**config.mk**
```make
export PLATFORM = sky130hd
export DESIGN_NAME = self_test_indicator
export DESIGN_NICKNAME = d
export VERILOG_FILES = /design/src/pkg/selftest_pkg.sv /design/src/pkg/phase_tmr_if.sv /design/src/core/phase_timer.sv /design/src/core/self_test_indicator.sv
export SDC_FILE = /design/constraint.sdc
export NUM_CORES = 1
export LEC_CHECK = 0
export BUFFER_PORTS_ARGS = -buffer_cell sky130_fd_sc_hd__buf_2
export CAP_MARGIN = 20
export CELL_PAD_IN_SITES_DETAIL_PLACEMENT = 0
export CELL_PAD_IN_SITES_GLOBAL_PLACEMENT = 1
export CORE_ASPECT_RATIO = 0.7
export CORE_MARGIN = 2
export CORE_UTILIZATION = 47
export CTS_CLUSTER_DIAMETER = 200
export DETAILED_ROUTE_END_ITERATION = 7
export PLACE_DENSITY_LB_ADDON = 0.15
export SLEW_MARGIN = 20
export SYNTH_ARGS = -nofsm -noshare
export SYNTH_HDL_FRONTEND = slang
export SYNTH_HIERARCHICAL = 1
export SYNTH_SLANG_ARGS = --single-unit
export TNS_END_PERCENT = 10
```
**constraint.sdc**
```tcl
create_clock -name clk -period 9.5 [get_ports clk]
set_input_delay 0 -clock clk [delete_from_list [all_inputs] [get_ports clk]]
set_output_delay 0 -clock clk [all_outputs]
set_load 0.02 [all_outputs]
```
**src/pkg/selftest_pkg.sv**
```systemverilog
// Purpose: Shared constants for the self-test indicator lamps.
// Assumes: 125 MHz system clock; lamp n sits at bit n-1 of a vector.
// Notes: Phase times are kept in ms and turned into cycle counts here.
// How it works
// - Power-up or preset lights all sixteen board lamps and both front lamps.
// - Front lamp one clears once tests 0-6, 10 and 11 have passed.
// - Front lamp two clears once tests 9, 12 and 13 have passed.
// - With no failure both front lamps are dark as soon as both test groups have passed.
// - With no failure all board lamps clear once the self-test is done and one second has passed since trigger.
// - Failure phase one: lamps 15,16 dark, lamp n+1 flags failed test n.
// - Failure phase two: lamp 16 lit, 9-15 dark, 1-8 show failed address line.
// - After phase two all sixteen lamps show failed data bus lines.
package selftest_pkg;

  // ----------------------------------------------------------------
  // Timebase
  // ----------------------------------------------------------------
  localparam int unsigned CLK_HZ = 125_000_000;
  localparam int unsigned CYC_PER_MS = CLK_HZ / 1000;
  localparam int unsigned SETTLE_MS = 1000;   // Pass indication time
  localparam int unsigned PHASE_MS = 2000;    // Each failure display phase
  localparam int unsigned SETTLE_CYCLES = CYC_PER_MS * SETTLE_MS;
  localparam int unsigned PHASE_CYCLES = CYC_PER_MS * PHASE_MS;
  localparam int unsigned TMR_W = 28;         // Holds PHASE_CYCLES

  // ----------------------------------------------------------------
  // Lamp layout
  // ----------------------------------------------------------------
  localparam int unsigned LAMP_COUNT = 16;
  localparam int unsigned TEST_COUNT = 14;
  localparam int unsigned ADDR_LINES = 8;
  localparam logic [15:0] LAMPS_ALL_ON = 16'hFFFF;
  localparam logic [15:0] LAMPS_ALL_OFF = 16'h0000;
  localparam logic [1:0] FRONT_ALL_ON = 2'h3;
  localparam logic [13:0] FRONT1_TESTS = 14'h0C7F;  // Tests 0-6, 10, 11
  localparam logic [13:0] FRONT2_TESTS = 14'h3200;  // Tests 9, 12, 13

  typedef enum logic [2:0] {
    ALL_ON,
    PASSED,
    SHOW_TEST,
    SHOW_ADDR,
    SHOW_DATA
  } lamp_state_e;

endpackage

```
**src/pkg/phase_tmr_if.sv**
```systemverilog
// Purpose: Carries start, load value and expiry between sequencer and timer.
// Assumes: Single clock domain.
// Notes: A start reloads the timer even while it is still counting.
`timescale 1ns/1ps
interface phase_tmr_if;
  import selftest_pkg::*;
  logic start;
  logic [TMR_W-1:0] limit;
  logic expired;

  modport timer (input start, input limit, output expired);
  modport user (output start, output limit, input expired);
endinterface

```
**src/core/phase_timer.sv**
```systemverilog
// Purpose: Down-counter that flags the end of a timed display phase.
// Assumes: limit is at least 2.
// Notes: expired pulses exactly limit cycles after the start cycle.
`timescale 1ns/1ps
module phase_timer
  import selftest_pkg::*;
(
  // Clock and reset
  input wire logic clk,
  input wire logic rst,
  // Sequencer side
  phase_tmr_if.timer tmr
);

  logic [TMR_W-1:0] cnt_q;
  logic [TMR_W-1:0] cnt_d;
  wire logic running = (cnt_q != '0);

  // ------------------------------------------------------------
  // Count down
  // ------------------------------------------------------------
  // Reload wins over counting so a new phase always gets a full span
  assign cnt_d = tmr.start ? tmr.limit :
                 running ? cnt_q - TMR_W'(1) : cnt_q;
  // Not gated by start: the sequencer feeds expiry back into start
  assign tmr.expired = (cnt_q == TMR_W'(1));

  always_ff @(posedge clk or posedge rst) begin
    if (rst) begin
      cnt_q <= '0;
    end else begin
      cnt_q <= cnt_d;
    end
  end

endmodule

```
**src/core/self_test_indicator.sv**
```systemverilog
// Purpose: Drives front check lamps and board lamps from self-test results.
// Assumes: Test results arrive as one-cycle reports; inputs are synchronous.
// Notes: Only the first failing report is displayed until the next trigger.
`timescale 1ns/1ps
module self_test_indicator
  import selftest_pkg::*;
#(
  parameter int unsigned SETTLE_CYC = SETTLE_CYCLES,
  parameter int unsigned PHASE_CYC = PHASE_CYCLES
) (
  // Clock and reset
  input wire logic clk,
  input wire logic rst,
  // Operator key
  input wire logic preset_key,
  // Test result reports
  input wire logic result_valid,
  input wire logic [3:0] result_num,
  input wire logic result_pass,
  input wire logic self_test_done,
  // Failed line vectors
  input wire logic [7:0] io_addr_fail,
  input wire logic [15:0] io_data_fail,
  // Lamps, bit n drives lamp n+1
  output logic [15:0] board_lamp,
  output logic [1:0] front_check_lamp
);

  // ----------------------------------------------------------------
  // Trigger detection
  // ----------------------------------------------------------------
  logic por_q;
  logic key_q;
  logic trigger;

  // Power-on acts as a trigger in the first cycle after reset release
  assign trigger = por_q || (preset_key && !key_q);

  always_ff @(posedge clk or posedge rst) begin
    if (rst) begin
      por_q <= 1'b1;
      key_q <= 1'b0;
    end else begin
      por_q <= 1'b0;
      key_q <= preset_key;
    end
  end

  // ----------------------------------------------------------------
  // Phase timer
  // ----------------------------------------------------------------
  phase_tmr_if tmr_bus ();

  phase_timer u_timer (
    .clk(clk),
    .rst(rst),
    .tmr(tmr_bus.timer)
  );

  // ----------------------------------------------------------------
  // Result bookkeeping
  // ----------------------------------------------------------------
  lamp_state_e state_q;
  lamp_state_e state_d;
  logic [13:0] pass_q;
  logic [13:0] pass_d;
  logic [3:0] fail_num_q;
  logic sec_done_q;
  logic done_q;
  logic [15:0] lamp_q;
  logic [15:0] lamp_d;
  logic [1:0] front_q;
  logic [1:0] front_d;

  wire logic num_ok = (result_num < 4'(TEST_COUNT));
  wire logic pass_evt = result_valid && result_pass && num_ok;
  wire logic fail_evt = result_valid && !result_pass && state_q == ALL_ON;
  wire logic [13:0] pass_bit = 14'(1) << result_num;
  wire logic front1_ok = ((pass_q & FRONT1_TESTS) == FRONT1_TESTS);
  wire logic front2_ok = ((pass_q & FRONT2_TESTS) == FRONT2_TESTS);
  // Next failure number, so the first test phase pattern is right at once
  wire logic [3:0] fail_num_d = (fail_evt && !trigger) ? result_num : fail_num_q;
  wire logic [15:0] test_onehot = 16'(16'h0001 << fail_num_d);

  // A trigger forgets all earlier passes
  assign pass_d = trigger ? '0 : (pass_pass_or(pass_q, pass_bit, pass_evt));

  function automatic logic [13:0] pass_pass_or(input logic [13:0] cur,
                                               input logic [13:0] bit_v,
                                               input logic en);
    pass_pass_or = en ? (cur | bit_v) : cur;
  endfunction

  // Front lamps clear only on their own groups of passes
  assign front_d[0] = trigger ? 1'b1 : !front1_ok;
  assign front_d[1] = trigger ? 1'b1 : !front2_ok;

  // ----------------------------------------------------------------
  // Display sequencer
  // ----------------------------------------------------------------
  // Timer loads the settle time at trigger, a phase span on entering SHOW_TEST and SHOW_ADDR
  assign tmr_bus.start = trigger || fail_evt ||
                         (tmr_bus.expired && state_q == SHOW_TEST);
  assign tmr_bus.limit = trigger ? TMR_W'(SETTLE_CYC) : TMR_W'(PHASE_CYC);

  always_comb begin
    state_d = state_q;
    unique case (state_q)
      ALL_ON: begin
        if (fail_evt) begin
          state_d = SHOW_TEST;
        end else if (sec_done_q && done_q) begin
          state_d = PASSED;
        end
      end
      PASSED: state_d = PASSED;
      SHOW_TEST: begin
        if (tmr_bus.expired) begin
          state_d = SHOW_ADDR;
        end
      end
      SHOW_ADDR: begin
        if (tmr_bus.expired) begin
          state_d = SHOW_DATA;
        end
      end
      SHOW_DATA: state_d = SHOW_DATA;
    endcase
    if (trigger) begin
      state_d = ALL_ON;
    end
  end

  // Board lamp pattern per state
  always_comb begin
    lamp_d = LAMPS_ALL_ON;
    unique case (state_d)
      ALL_ON: lamp_d = LAMPS_ALL_ON;
      PASSED: lamp_d = LAMPS_ALL_OFF;
      SHOW_TEST: lamp_d = {2'b00, test_onehot[13:0]};
      SHOW_ADDR: lamp_d = {1'b1, 7'h00, io_addr_fail};
      SHOW_DATA: lamp_d = io_data_fail;
    endcase
  end

  // Failure number is captured on the edge that enters the state that displays it
  always_ff @(posedge clk or posedge rst) begin
    if (rst) begin
      state_q <= ALL_ON;
      pass_q <= '0;
      fail_num_q <= 4'h0;
      lamp_q <= LAMPS_ALL_ON;
      front_q <= FRONT_ALL_ON;
    end else begin
      state_q <= state_d;
      pass_q <= pass_d;
      lamp_q <= lamp_d;
      front_q <= front_d;
      fail_num_q <= fail_num_d;
    end
  end

  // Settle time and test completion flags, cleared by each trigger
  always_ff @(posedge clk or posedge rst) begin
    if (rst) begin
      sec_done_q <= 1'b0;
      done_q <= 1'b0;
    end else if (trigger) begin
      sec_done_q <= 1'b0;
      done_q <= 1'b0;
    end else begin
      sec_done_q <= sec_done_q || (tmr_bus.expired && state_q == ALL_ON);
      done_q <= done_q || self_test_done;
    end
  end

  // Outputs come straight from flops
  assign board_lamp = lamp_q;
  assign front_check_lamp = front_q;
endmodule

```
# ---- Word level (Yosys, flattened, before mapping)
# Cells that the tools add are included.
dict set report classes {
  mux 17
  bitwise_logic 1
  shifts 2
  order_cmp 1
  eq_ne 11
  add_sub_neg 1
  n_reduce_logical 24
}
# cell count
set ops {}
lappend ops {{$mux 28} 3}
lappend ops {{$pmux 16 s5} 1}
lappend ops {{$eq 28x1->1 const B} 1}
lappend ops {{$mux 14} 2}
lappend ops {{$reduce_bool 28->1} 1}
lappend ops {{$shl 1x4->14 const A} 2}
lappend ops {{$sub 28x1->28 const B} 1}
lappend ops {{$mux 3} 5}
lappend ops {{$pmux 3 s5} 1}
lappend ops {{$or 14x14->14} 1}
lappend ops {{$eq 3x2->1 const B} 4}
lappend ops {{$eq 3x3->1 const B} 3}
lappend ops {{$eq 9x9->1 const B} 1}
lappend ops {{$logic_and 1x1->1} 9}
lappend ops {{$eq 3x1->1 const B} 2}
lappend ops {{$logic_not 3->1} 2}
lappend ops {{$logic_not 1->1} 5}
lappend ops {{$logic_or 1x1->1} 5}
lappend ops {{$lt 4x4->1 const B} 1}
lappend ops {{$mux 1} 4}
lappend ops {{$mux 4} 1}
lappend ops {{$reduce_bool 2->1} 2}
dict set report totals {
  output_inout_bits 18
  register_bits 71
  input_bits 34
  word_cells 67
}

# ---- Longest topological paths before layout
# Gate-level depths: netlist of run 1.
dict set report logic_depth {
  depth_word 8
  ltp_mapped 13
}

# ---- Cells and area by module
# The synthesis of run 1 kept the hierarchy.
# mod area_each_um2 cells_each n_inst
set modules_own_cells {}
lappend modules_own_cells {self_test_indicator 2021.9 215 1}
lappend modules_own_cells {phase_timer 1707.9 201 1}

# ---- Worst setup path before layout of run 1
# Ideal clock, no wire load.
dict set report synth_timing {
  path_kind {register to register}
  start {register u_timer.cnt_q[10]}
  end {register u_timer.cnt_q[14]}
  required_ps 9422
  path_buffers 3
  setup_slack_ps 6140
  synth_period_minus_slack_ps 3360
  stages_incl_launch_ff 13
  arrival_ps 3282
  cell_sequence {dfrtp_1 or4_4 or4_1 buf_2 nor3_1 a21oi_1 o31ai_1 clkbuf_1 inv_1 nand3_1 clkbuf_1 o21ai_0 a21oi_1}
}
dict set report synth_via {
  elab_chain_len 4
  word_cells_on_any_way 8
}
# item line_no
set synth_lines {}
lappend synth_lines {{from (decl)} phase_timer.sv:15} ;# logic [TMR_W-1:0] cnt_q;
lappend synth_lines {{from (signal assigned)} phase_timer.sv:32} ;# cnt_q <= cnt_d;
lappend synth_lines {{$eq 28x1->1 (*)} phase_timer.sv:26} ;# assign tmr.expired = (cnt_q == TMR_W'(1));
lappend synth_lines {{via tmr_bus.expired} phase_tmr_if.sv:9} ;# logic expired;
lappend synth_lines {{$logic_and 1x1->1 (*)} self_test_indicator.sv:103} ;# (tmr_bus.expired && state_q == SHOW_TEST);
lappend synth_lines {{$logic_or 1x1->1 (*)} self_test_indicator.sv:102} ;# assign tmr_bus.start = trigger || fail_evt ||
lappend synth_lines {{via tmr_bus.start} phase_tmr_if.sv:7} ;# logic start;
lappend synth_lines {{$mux 28 or $reduce_bool 2->1 (tied branches)} n/a}
# The timed path passes the listed nets; every way through them passes the cells marked *. The select of a mux whose other input is x is not followed.
# A chain may end at the register's enable or synchronous reset.

# ---- Final worst setup path of run 1
dict set report layout_timing {
  start {register u_timer.cnt_q[10]}
  end {register u_timer.cnt_q[10]}
}
# Same word-level chain as after synthesis.

==> results of run 1 <==
## how the worst min path moves through the flow
| stage | from | to | slack, ns | depth (start not counted) |
|---|---|---|---|---|
| after floorplan | preset_key | key_q | 0.03 | 0 |
| after global placement | preset_key | key_q | 0.13 | 1 |
| after detailed placement | rst | u_timer/cnt_q[14] | 0.12 | 2 |
| after CTS | io_addr_fail[4] | board_lamp[4] | 0.02 | 4 |
| after global routing | io_addr_fail[4] | board_lamp[4] | 0.06 | 4 |
| final | io_addr_fail[4] | board_lamp[4] | 0.02 | 4 |
## layer usage
metal	GRT usage (%)	vias up	share of wire, %
li1	-	1646	-
met1	34.5	1601	52
met2	34.1	63	43
met3	5.71	12	3.5
met4	9.00	0	1.6
met5	0	-	0
## cell families after synthesis
family	count (synthesis)	share of synthesized area, %
other	2	0.201
buffers and inverters	37	3.93
XOR/XNOR	15	3.52
multiplexers	5	1.44
AO/OA/AOI/OAI	114	18.7
flip-flops	69	46.9
adder cells (fa/ha/maj)	3	1.01
AND/OR/NAND/NOR	171	24.3
## where the power goes
group | switching (W) | internal [W] | leakage (nW)
registers | 0.0000219 | 0.000321 | 0.814
clock network | 0.000128 | 0.000263 | 0.165
logic | 0.0000678 | 0.0000436 | 0.865
total | 0.000217 | 0.000627 | 1.84
## layout by cell type (no fill, tap or decap), types with 3 or more instances in the layout
cell type | Yosys | final
nor2_1 | 59 | 59
buf_2 | 4 | 51
dfrtp_1 | 50 | 50
o21ai_0 | 34 | 34
a21oi_1 | 30 | 30
nor3_1 | 22 | 22
dfstp_2 | 19 | 19
nand2_1 | 18 | 18
dlygate4sd3_1 | 0 | 17
conb_1 | 2 | 15
xnor2_1 | 14 | 14
a31oi_1 | 13 | 13
inv_1 | 13 | 12
nor4_1 | 11 | 11
nand3_1 | 11 | 11
or4_1 | 10 | 10
clkbuf_16 | 0 | 9
o211ai_1 | 7 | 7
nor3b_1 | 7 | 7
and3_1 | 6 | 6
o22ai_1 | 6 | 6
or3_1 | 5 | 5
nand4_1 | 4 | 4
a21boi_0 | 3 | 3
mux2_2 | 3 | 3
bufinv_16 | 0 | 3
buf_4 | 0 | 3
a211oi_1 | 3 | 3
ha_1 | 3 | 3
## state kept, by name (all words and copies together), names as in the netlist
name	cells
state_q	3
front_check_lamp	2
fail_num_q	4
u_timer/cnt_q	28
sec_done_q	1
done_q	1
board_lamp	16
key_q	1
pass_q	12
por_q	1
## critical path, cell delays in order, from the launching register on
cell and delay, ns:
dfrtp_1 0.43, or4_4 0.56, or4_1 0.62, nor3_1 0.59
a21oi_1 0.22, o31ai_4 0.62, inv_1 0.13, buf_4 0.31
and3_1 0.26, a2111oi_0 0.43
## stage by stage
stage          worst slack (ns)  hold WS (ns)
3_3_place_gp               5.17         0.133
6_report                   5.19        0.0217
5_1_grt                    4.89        0.0574
4_1_cts                    4.91        0.0233
3_5_place_dp               4.96         0.118
2_1_floorplan              6.14        0.0314
## area by class of cell
| type | count | area [µm²] |
|---|---|---|
| clock buffers | 10 | 239 |
| clock inverters | 6 | 110 |
| fillers | 688 | 3150 |
| inverters | 14 | 55.1 |
| multi-input cells | 323 | 1900 |
| flip-flops and latches | 69 | 1750 |
| well taps | 101 | 126 |
| repair buffers | 71 | 448 |
## repair_timing
item                       4_1_cts  5_1_grt
hold buffers                    17        0
setup endpoints to repair        0        0
hold endpoints to repair        66        0
==> qor.txt, run 1 <==
status = finished, final reports clean
post-synth cell types = 55
Placed Cells = 561
CTS sink count = 69
Die Area = 8680 µm²
largest net degree at the start of global routing = 51
list of most frequent post-synthesis cells = nor2_1 (59), dfrtp_1 (50), o21ai_0 (34)
max frequency = 232 MHz
total track usage = 23.7%
Routed Antenna Nets = 0
Iteration-0 DRC Markers = 186
DRC viols = 0
Final Util = 59.5%
vias in the first global route = 3,208
first-pass GRT wire length = 16,200 µm
Non-Filler Instances = 594
gr ovfl total = 0
Core ar. = 7770 µm²
crit path DAT = 4.50 ns
post_cts resized = 0
skew final = 0.00676 ns
P&R area growth vs syn = 24.0%
final period utilization = 45.4%
cells after synthesis = 416
nets@finish = 525
flops & latches, synth = 69
placed cell area = 4100 µm²
GPL Wtd Cong = 0.793
RSZ-0062 raised after global routing = false
Site Rows = 27
Wirelength per Cell = 15.9 µm
Avg Vias per Cell = 5.59
post-detail-place hpwl = 6330 µm
most used flip-flop cell after synthesis = dfrtp_1
die width = 110 µm
clk buf depth = 2
Final Hold Vio Count = 0
synthesized area = 3730 µm²
HP Class = in -> reg
Worst setup EP type = register
diode count = 0
Clock Latency Late Sink = 0.34 ns
reg2reg setup slack = 5.19 ns
final worst path period need = 4.31 ns
Peak VDD IR = 132 µV
Post-synth EDFFs = 0
most frequent cell after synthesis = nor2_1
IO Count = 52
Mean Syn Cell Area = 8.97 µm²
Initial Utilization = 48.0%
largest area contributor in the netlist = dfrtp_1
TritonCTS clock tree = built
Worst Reg-to-Reg Cells = 9
fraction of registers with async set/reset = 100%
Synth Warn # = 6
share of the synthesized area in the top cell type = 33.5%
pwr/cell area = 183 nW/µm²
top cells by area, synth = dfrtp_1 (34%), dfstp_2 (13%), nor2_1 (5.9%)
P_leak = 1.84 nW
Slew headroom = 45.5%
CP startpoint = u_timer/cnt_q[10]
port bufs = 51
max_cap viols = 0
layout cells sized above 1 = 22.1%
Die Span Y = 78.5 µm
post-route cell area = 4620 µm²
drt total wl = 9430 µm
number of setup buffers added after CTS = 0
Setup Total Neg Slack = 0 ns
Root Buffer = clkbuf_16
r2r startpoint = u_timer/cnt_q[10]
critical path type = reg -> reg
antenna violations before repair = 0
CTS Buf Count = 9
largest driver fanout on the critical path = 50
R2R Path End = u_timer/cnt_q[10]
Reg clk slew, reported paths = 0.06 ns
sequential share of the synthesized area = 46.9%
max-slew violations = 0
DRT Pass-1 Iters = 4
Tot Pwr = 0.000845 W
Worst setup SP type = register
worst endpoint required time = 9.69 ns
Final Setup Violations = 0
H-Tree Depth = 3
vias post-DR = 3,322
worst-margin pin slew = 0.812 ns
crit path to = u_timer/cnt_q[10]
Power figures use the tool's default switching activity.
==> inputs of run 2 (changes only) <==
--- a/config.mk
+++ b/config.mk
@@ -11,7 +11,7 @@
 export CELL_PAD_IN_SITES_GLOBAL_PLACEMENT = 1
 export CORE_ASPECT_RATIO = 0.7
 export CORE_MARGIN = 2
-export CORE_UTILIZATION = 47
+export CORE_UTILIZATION = 44
 export CTS_CLUSTER_DIAMETER = 200
 export DETAILED_ROUTE_END_ITERATION = 7
 export PLACE_DENSITY_LB_ADDON = 0.15
==> constraint.sdc (replaced) <==
create_clock -name clk -period 4 [get_ports clk]
set_input_delay 0 -clock clk [delete_from_list [all_inputs] [get_ports clk]]
set_output_delay 0 -clock clk [all_outputs]
set_load 0.02 [all_outputs]
==> run 2 against run 1 <==
Net effect: clock power grew 100%; critical path type unchanged; wire length up 3.2%; critical endpoint is now board_lamp[4]; largest cell class unchanged; sequential power grew 140%; sequential share of layout area increased by 0.19 points.
==> qor.txt, run 2 (synthesis gave the netlist of run 1 again) <==
status = finished, final reports clean
Filler Cells Inserted = 782
crit-path cells = or4_4 > or4_1 > nor3_1 > a21boi_0 > nor4_4 > nand4_1 > or3_4 > o2111ai_1
gr ovfl total = 0
vias in the first global route = 3,154
port bufs = 51
switch share = 28.1%
IO Count = 52
P_leak = 1.84 nW
DRT Pass-1 Iters = 5
largest driver fanout on the critical path = 6
worst-margin pin slew = 0.707 ns
nets@finish = 530
post_cts resized = 0
Die Span Y = 81.0 µm
Avg Vias per Cell = 5.63
worst endpoint required time = 4.25 ns
max-slew violations = 0
Worst setup SP type = register
largest net degree at the start of global routing = 42
Crit-path slowest cell = or4_1
clk buf depth = 2
die width = 114 µm
Core ar. = 8340 µm²
Setup Total Neg Slack = 0 ns
Peak VDD IR = 263 µV
GPL Wtd Cong = 0.852
number of setup buffers added after CTS = 0
Site Rows = 28
pwr/cell area = 408 nW/µm²
skew final = 0.0104 ns
H-Tree Depth = 3
Final Setup Violations = 0
slowest stage delay, CP = 0.63 ns
sequential share of power = 43.4%
max frequency = 273 MHz
post-detail-place hpwl = 6710 µm
antenna violations before repair = 0
clock share of power = 42.4%
TritonCTS clock tree = built
Clock Latency Late Sink = 0.34 ns
max_cap viols = 0
RSZ-0062 raised after global routing = false
total track usage = 22.7%
DRC viols = 0
Worst setup EP type = register
Initial Utilization = 44.7%
first-pass GRT wire length = 16,300 µm
Die Area = 9240 µm²
commonest non-fill, non-tap cell in the layout = nor2_1
Slew headroom = 52.4%
cell internal pwr = 0.00135 W
Top reg by flops = u_timer/cnt_q
CTS Buf Count = 9
Sw Pwr = 0.000527 W
diode count = 0
vias post-DR = 3,396
final worst path period need = 3.67 ns
Wirelength per Cell = 16.1 µm
Worst Reg-to-Reg Cells = 8
Iteration-0 DRC Markers = 261
Reg clk slew, reported paths = 0.06 ns
hold buffers post-CTS = 17
P&R area growth vs syn = 23.4%
combinational share of power = 14.2%
most frequent cells in the layout = nor2_1 (59), buf_2 (51), dfrtp_1 (50), o21ai_0 (34), a21oi_1 (30)
CTS sink count = 69
Root Buffer = clkbuf_16
crit path DAT = 3.91 ns
HP Class = in -> reg
Routed Antenna Nets = 0
Hold WS = 0.0374 ns
drt total wl = 9730 µm
final period utilization = 91.6%
critical path type = reg -> reg
WHS Path Cells = 4
max FFs per register = 28
layout cells sized above 1 = 22.5%
Tot Pwr = 0.00188 W
Final Hold Vio Count = 0
## run 2: critical path: cells and delay by family (launching register included)
kind,cells,cell delay (ns)
flip-flops,1,0.43
AO/OA/AOI/OAI,2,0.47
AND/OR/NAND/NOR,6,2.67
## run 2: layout make-up
| class | instances | area (µm²) | area share, % |
|---|---|---|---|
| multi-input combinational | 323 | 1890 | 41.0 |
| sequential | 69 | 1750 | 38.0 |
| timing repair buffer | 76 | 485 | 10.5 |
| clock buffer | 10 | 229 | 4.98 |
| tap | 105 | 131 | 2.85 |
| clock inverter | 6 | 63.8 | 1.39 |
| inverter | 14 | 55.1 | 1.20 |
## run 2: stage by stage
stage | util (%) | setup WS, ns | cells | cell area (µm²)
6_report | 55.2 | 0.334 | 603 | 4600
5_1_grt | 55.2 | 0.0695 | 603 | 4600
4_1_cts | 55.2 | 0.401 | 603 | 4600
3_5_place_dp | 49.6 | 0.408 | 570 | 4140
3_3_place_gp | 49.6 | 0.555 | 570 | 4140
2_1_floorplan | - | 0.640 | 429 | 3780
## run 2: routing by layer
metal | global-route usage (%) | share of wire (%)
met5 | 0 | 0
met3 | 6.64 | 5.3
met2 | 31.8 | 43
met4 | 4.76 | 1.1
met1 | 34.5 | 51
## run 2: final timing paths
path                                   startpoint                   to  slack (ns)
worst max-delay path            u_timer/cnt_q[10]        board_lamp[4]        0.33
worst min-delay path              io_addr_fail[5]        board_lamp[5]        0.04
worst max register to register  u_timer/cnt_q[10]        board_lamp[4]        0.33
worst min register to register         pass_q[12]  front_check_lamp[1]        0.44
max in group asynchronous                     rst        board_lamp[5]        3.27
min in group asynchronous                     rst    u_timer/cnt_q[20]        0.29
## run 2: power groups by stage
stage                     registers (W)  clock network, W  logic [W]
after CTS                      0.000814          0.000808   0.000266
after detailed placement       0.000825                 0   0.000251
final                          0.000815          0.000795   0.000266
after global routing           0.000825          0.000845   0.000299
after global placement         0.000823                 0   0.000249
after floorplan                0.000824                 0   0.000166
==> inputs of run 3 (changes only) <==
--- a/config.mk
+++ b/config.mk
@@ -13,7 +13,9 @@
 export CORE_MARGIN = 2
 export CORE_UTILIZATION = 44
 export CTS_CLUSTER_DIAMETER = 200
+export CTS_CLUSTER_SIZE = 25
 export DETAILED_ROUTE_END_ITERATION = 7
+export MAX_ROUTING_LAYER = met4
 export PLACE_DENSITY_LB_ADDON = 0.15
 export SLEW_MARGIN = 20
 export SYNTH_ARGS = -nofsm -noshare
==> run 3 against run 2 <==
Net effect: combinational power barely moved; core utilization did not move; critical path depth is the same; clock skew is 0.0026 ns lower.
==> qor.txt, run 3 (synthesis gave the netlist of run 1 again) <==
Worst setup EP type = register
max frequency = 274 MHz
GPL Wtd Cong = 0.866
Routed Antenna Nets = 0
Root Buffer = clkbuf_16
Core ar. = 8340 µm²
DRT Pass-1 Iters = 5
final worst path period need = 3.66 ns
combinational share of power = 14.2%
post-route cell area = 4600 µm²
gr ovfl total = 0
largest net degree at the start of global routing = 42
Die Span Y = 81.0 µm
H-Tree Depth = 3
Final Hold Vio Count = 0
CTS sink count = 69
clk buf depth = 2
final period utilization = 91.4%
Worst setup SP type = register
layout cells sized above 1 = 22.5%
TritonCTS clock tree = built
nets@finish = 530
IO Count = 52
critical path type = reg -> reg
diode count = 0
Iteration-0 DRC Markers = 252
total track usage = 23.4%
Tot Pwr = 0.00187 W
post_cts resized = 0
Site Rows = 28
most frequent cells in the layout = nor2_1 (59), buf_2 (51), dfrtp_1 (50), o21ai_0 (34), a21oi_1 (30)
Setup Total Neg Slack = 0 ns
Wirelength per Cell = 16.2 µm
P&R area growth vs syn = 23.4%
Filler Cells Inserted = 782
Non-Filler Instances = 603
post-detail-place hpwl = 6710 µm
Reg clk slew, reported paths = 0.06 ns
Initial Utilization = 44.7%
commonest non-fill, non-tap cell in the layout = nor2_1
Final Setup Violations = 0
Peak VDD IR = 264 µV
pwr/cell area = 407 nW/µm²
port bufs = 51
die width = 114 µm
antenna violations before repair = 0
Top reg by flops = u_timer/cnt_q
worst endpoint required time = 4.25 ns
DRC viols = 0
Avg Vias per Cell = 5.65
worst-margin pin slew = 0.720 ns
status = finished, final reports clean
P_leak = 1.84 nW
max_cap viols = 0
Clock Latency Late Sink = 0.34 ns
Sw Pwr = 0.000525 W
first-pass GRT wire length = 16,300 µm
vias post-DR = 3,409
cell internal pwr = 0.00135 W
Die Area = 9240 µm²
max-slew violations = 0
crit path DAT = 3.90 ns
drt total wl = 9750 µm
Slew headroom = 51.5%
Hold WS = 0.0345 ns
max FFs per register = 28
clock share of power = 42.3%
switch share = 28.0%
largest driver fanout on the critical path = 6
placed cell area = 4140 µm²
skew final = 0.00776 ns
Placed Cells = 570
RSZ-0062 raised after global routing = false
sequential share of power = 43.5%
vias in the first global route = 3,155
CTS Buf Count = 9
HP Class = in -> reg
run 3: layout make-up:
type | instances | area [µm²] | area share [%]
clock buffer | 10 | 229 | 4.98
clock inverter | 6 | 63.8 | 1.39
inverter | 14 | 55.1 | 1.20
multi-input combinational | 323 | 1890 | 41.0
sequential | 69 | 1750 | 38.0
tap | 105 | 131 | 2.85
timing repair buffer | 76 | 485 | 10.5
run 3: critical path, stage by stage, from the launching register on:
cell and delay [ns]:
dfrtp_1 0.43, or4_4 0.55, or4_1 0.63, nor3_1 0.58, a21boi_0 0.26, nor4_4 0.30
nand4_1 0.19, or3_4 0.41, o2111ai_1 0.21
run 3: repair_timing:
item	4_1_cts	5_1_grt
hold endpoints to repair	66	0
setup buffers	0	0
hold buffers	17	0
run 3: metrics by stage:
step	util, %	setup WS, ns
after global placement	49.6	0.555
after floorplan	-	0.640
after detailed placement	49.6	0.408
after CTS	55.2	0.401
final	55.2	0.345
after global routing	55.2	0.0711
run 3: power by group through the flow:
stage	registers [W]	clock network [W]	logic, W
2_1_floorplan	0.000824	0	0.000166
3_3_place_gp	0.000823	0	0.000249
3_5_place_dp	0.000825	0	0.000251
4_1_cts	0.000814	0.000808	0.000266
5_1_grt	0.000825	0.000844	0.000299
6_report	0.000815	0.000793	0.000267
run 3: final timing paths:
| path | endpoint | cells past startpoint | from | slack [ns] |
|---|---|---|---|---|
| max in group asynchronous | board_lamp[5] | 4 | rst | 3.27 |
| min reg2reg | front_check_lamp[1] | 1 | pass_q[12] | 0.44 |
| min in group asynchronous | u_timer/cnt_q[11] | 4 | rst | 0.29 |
| max reg2reg | board_lamp[4] | 8 | u_timer/cnt_q[10] | 0.34 |
| max | board_lamp[4] | 8 | u_timer/cnt_q[10] | 0.34 |
| min | board_lamp[5] | 4 | io_addr_fail[5] | 0.03 |
run 3: metal layers:
layer / up-vias / track usage [%] / part of all wire, %
li1: 1662 / - / -
met1: 1625 / 34.4 / 50
met2: 111 / 31.9 / 43
met3: 11 / 6.64 / 6.1
met4: 0 / 4.76 / 0.96
met5: - / - / 0
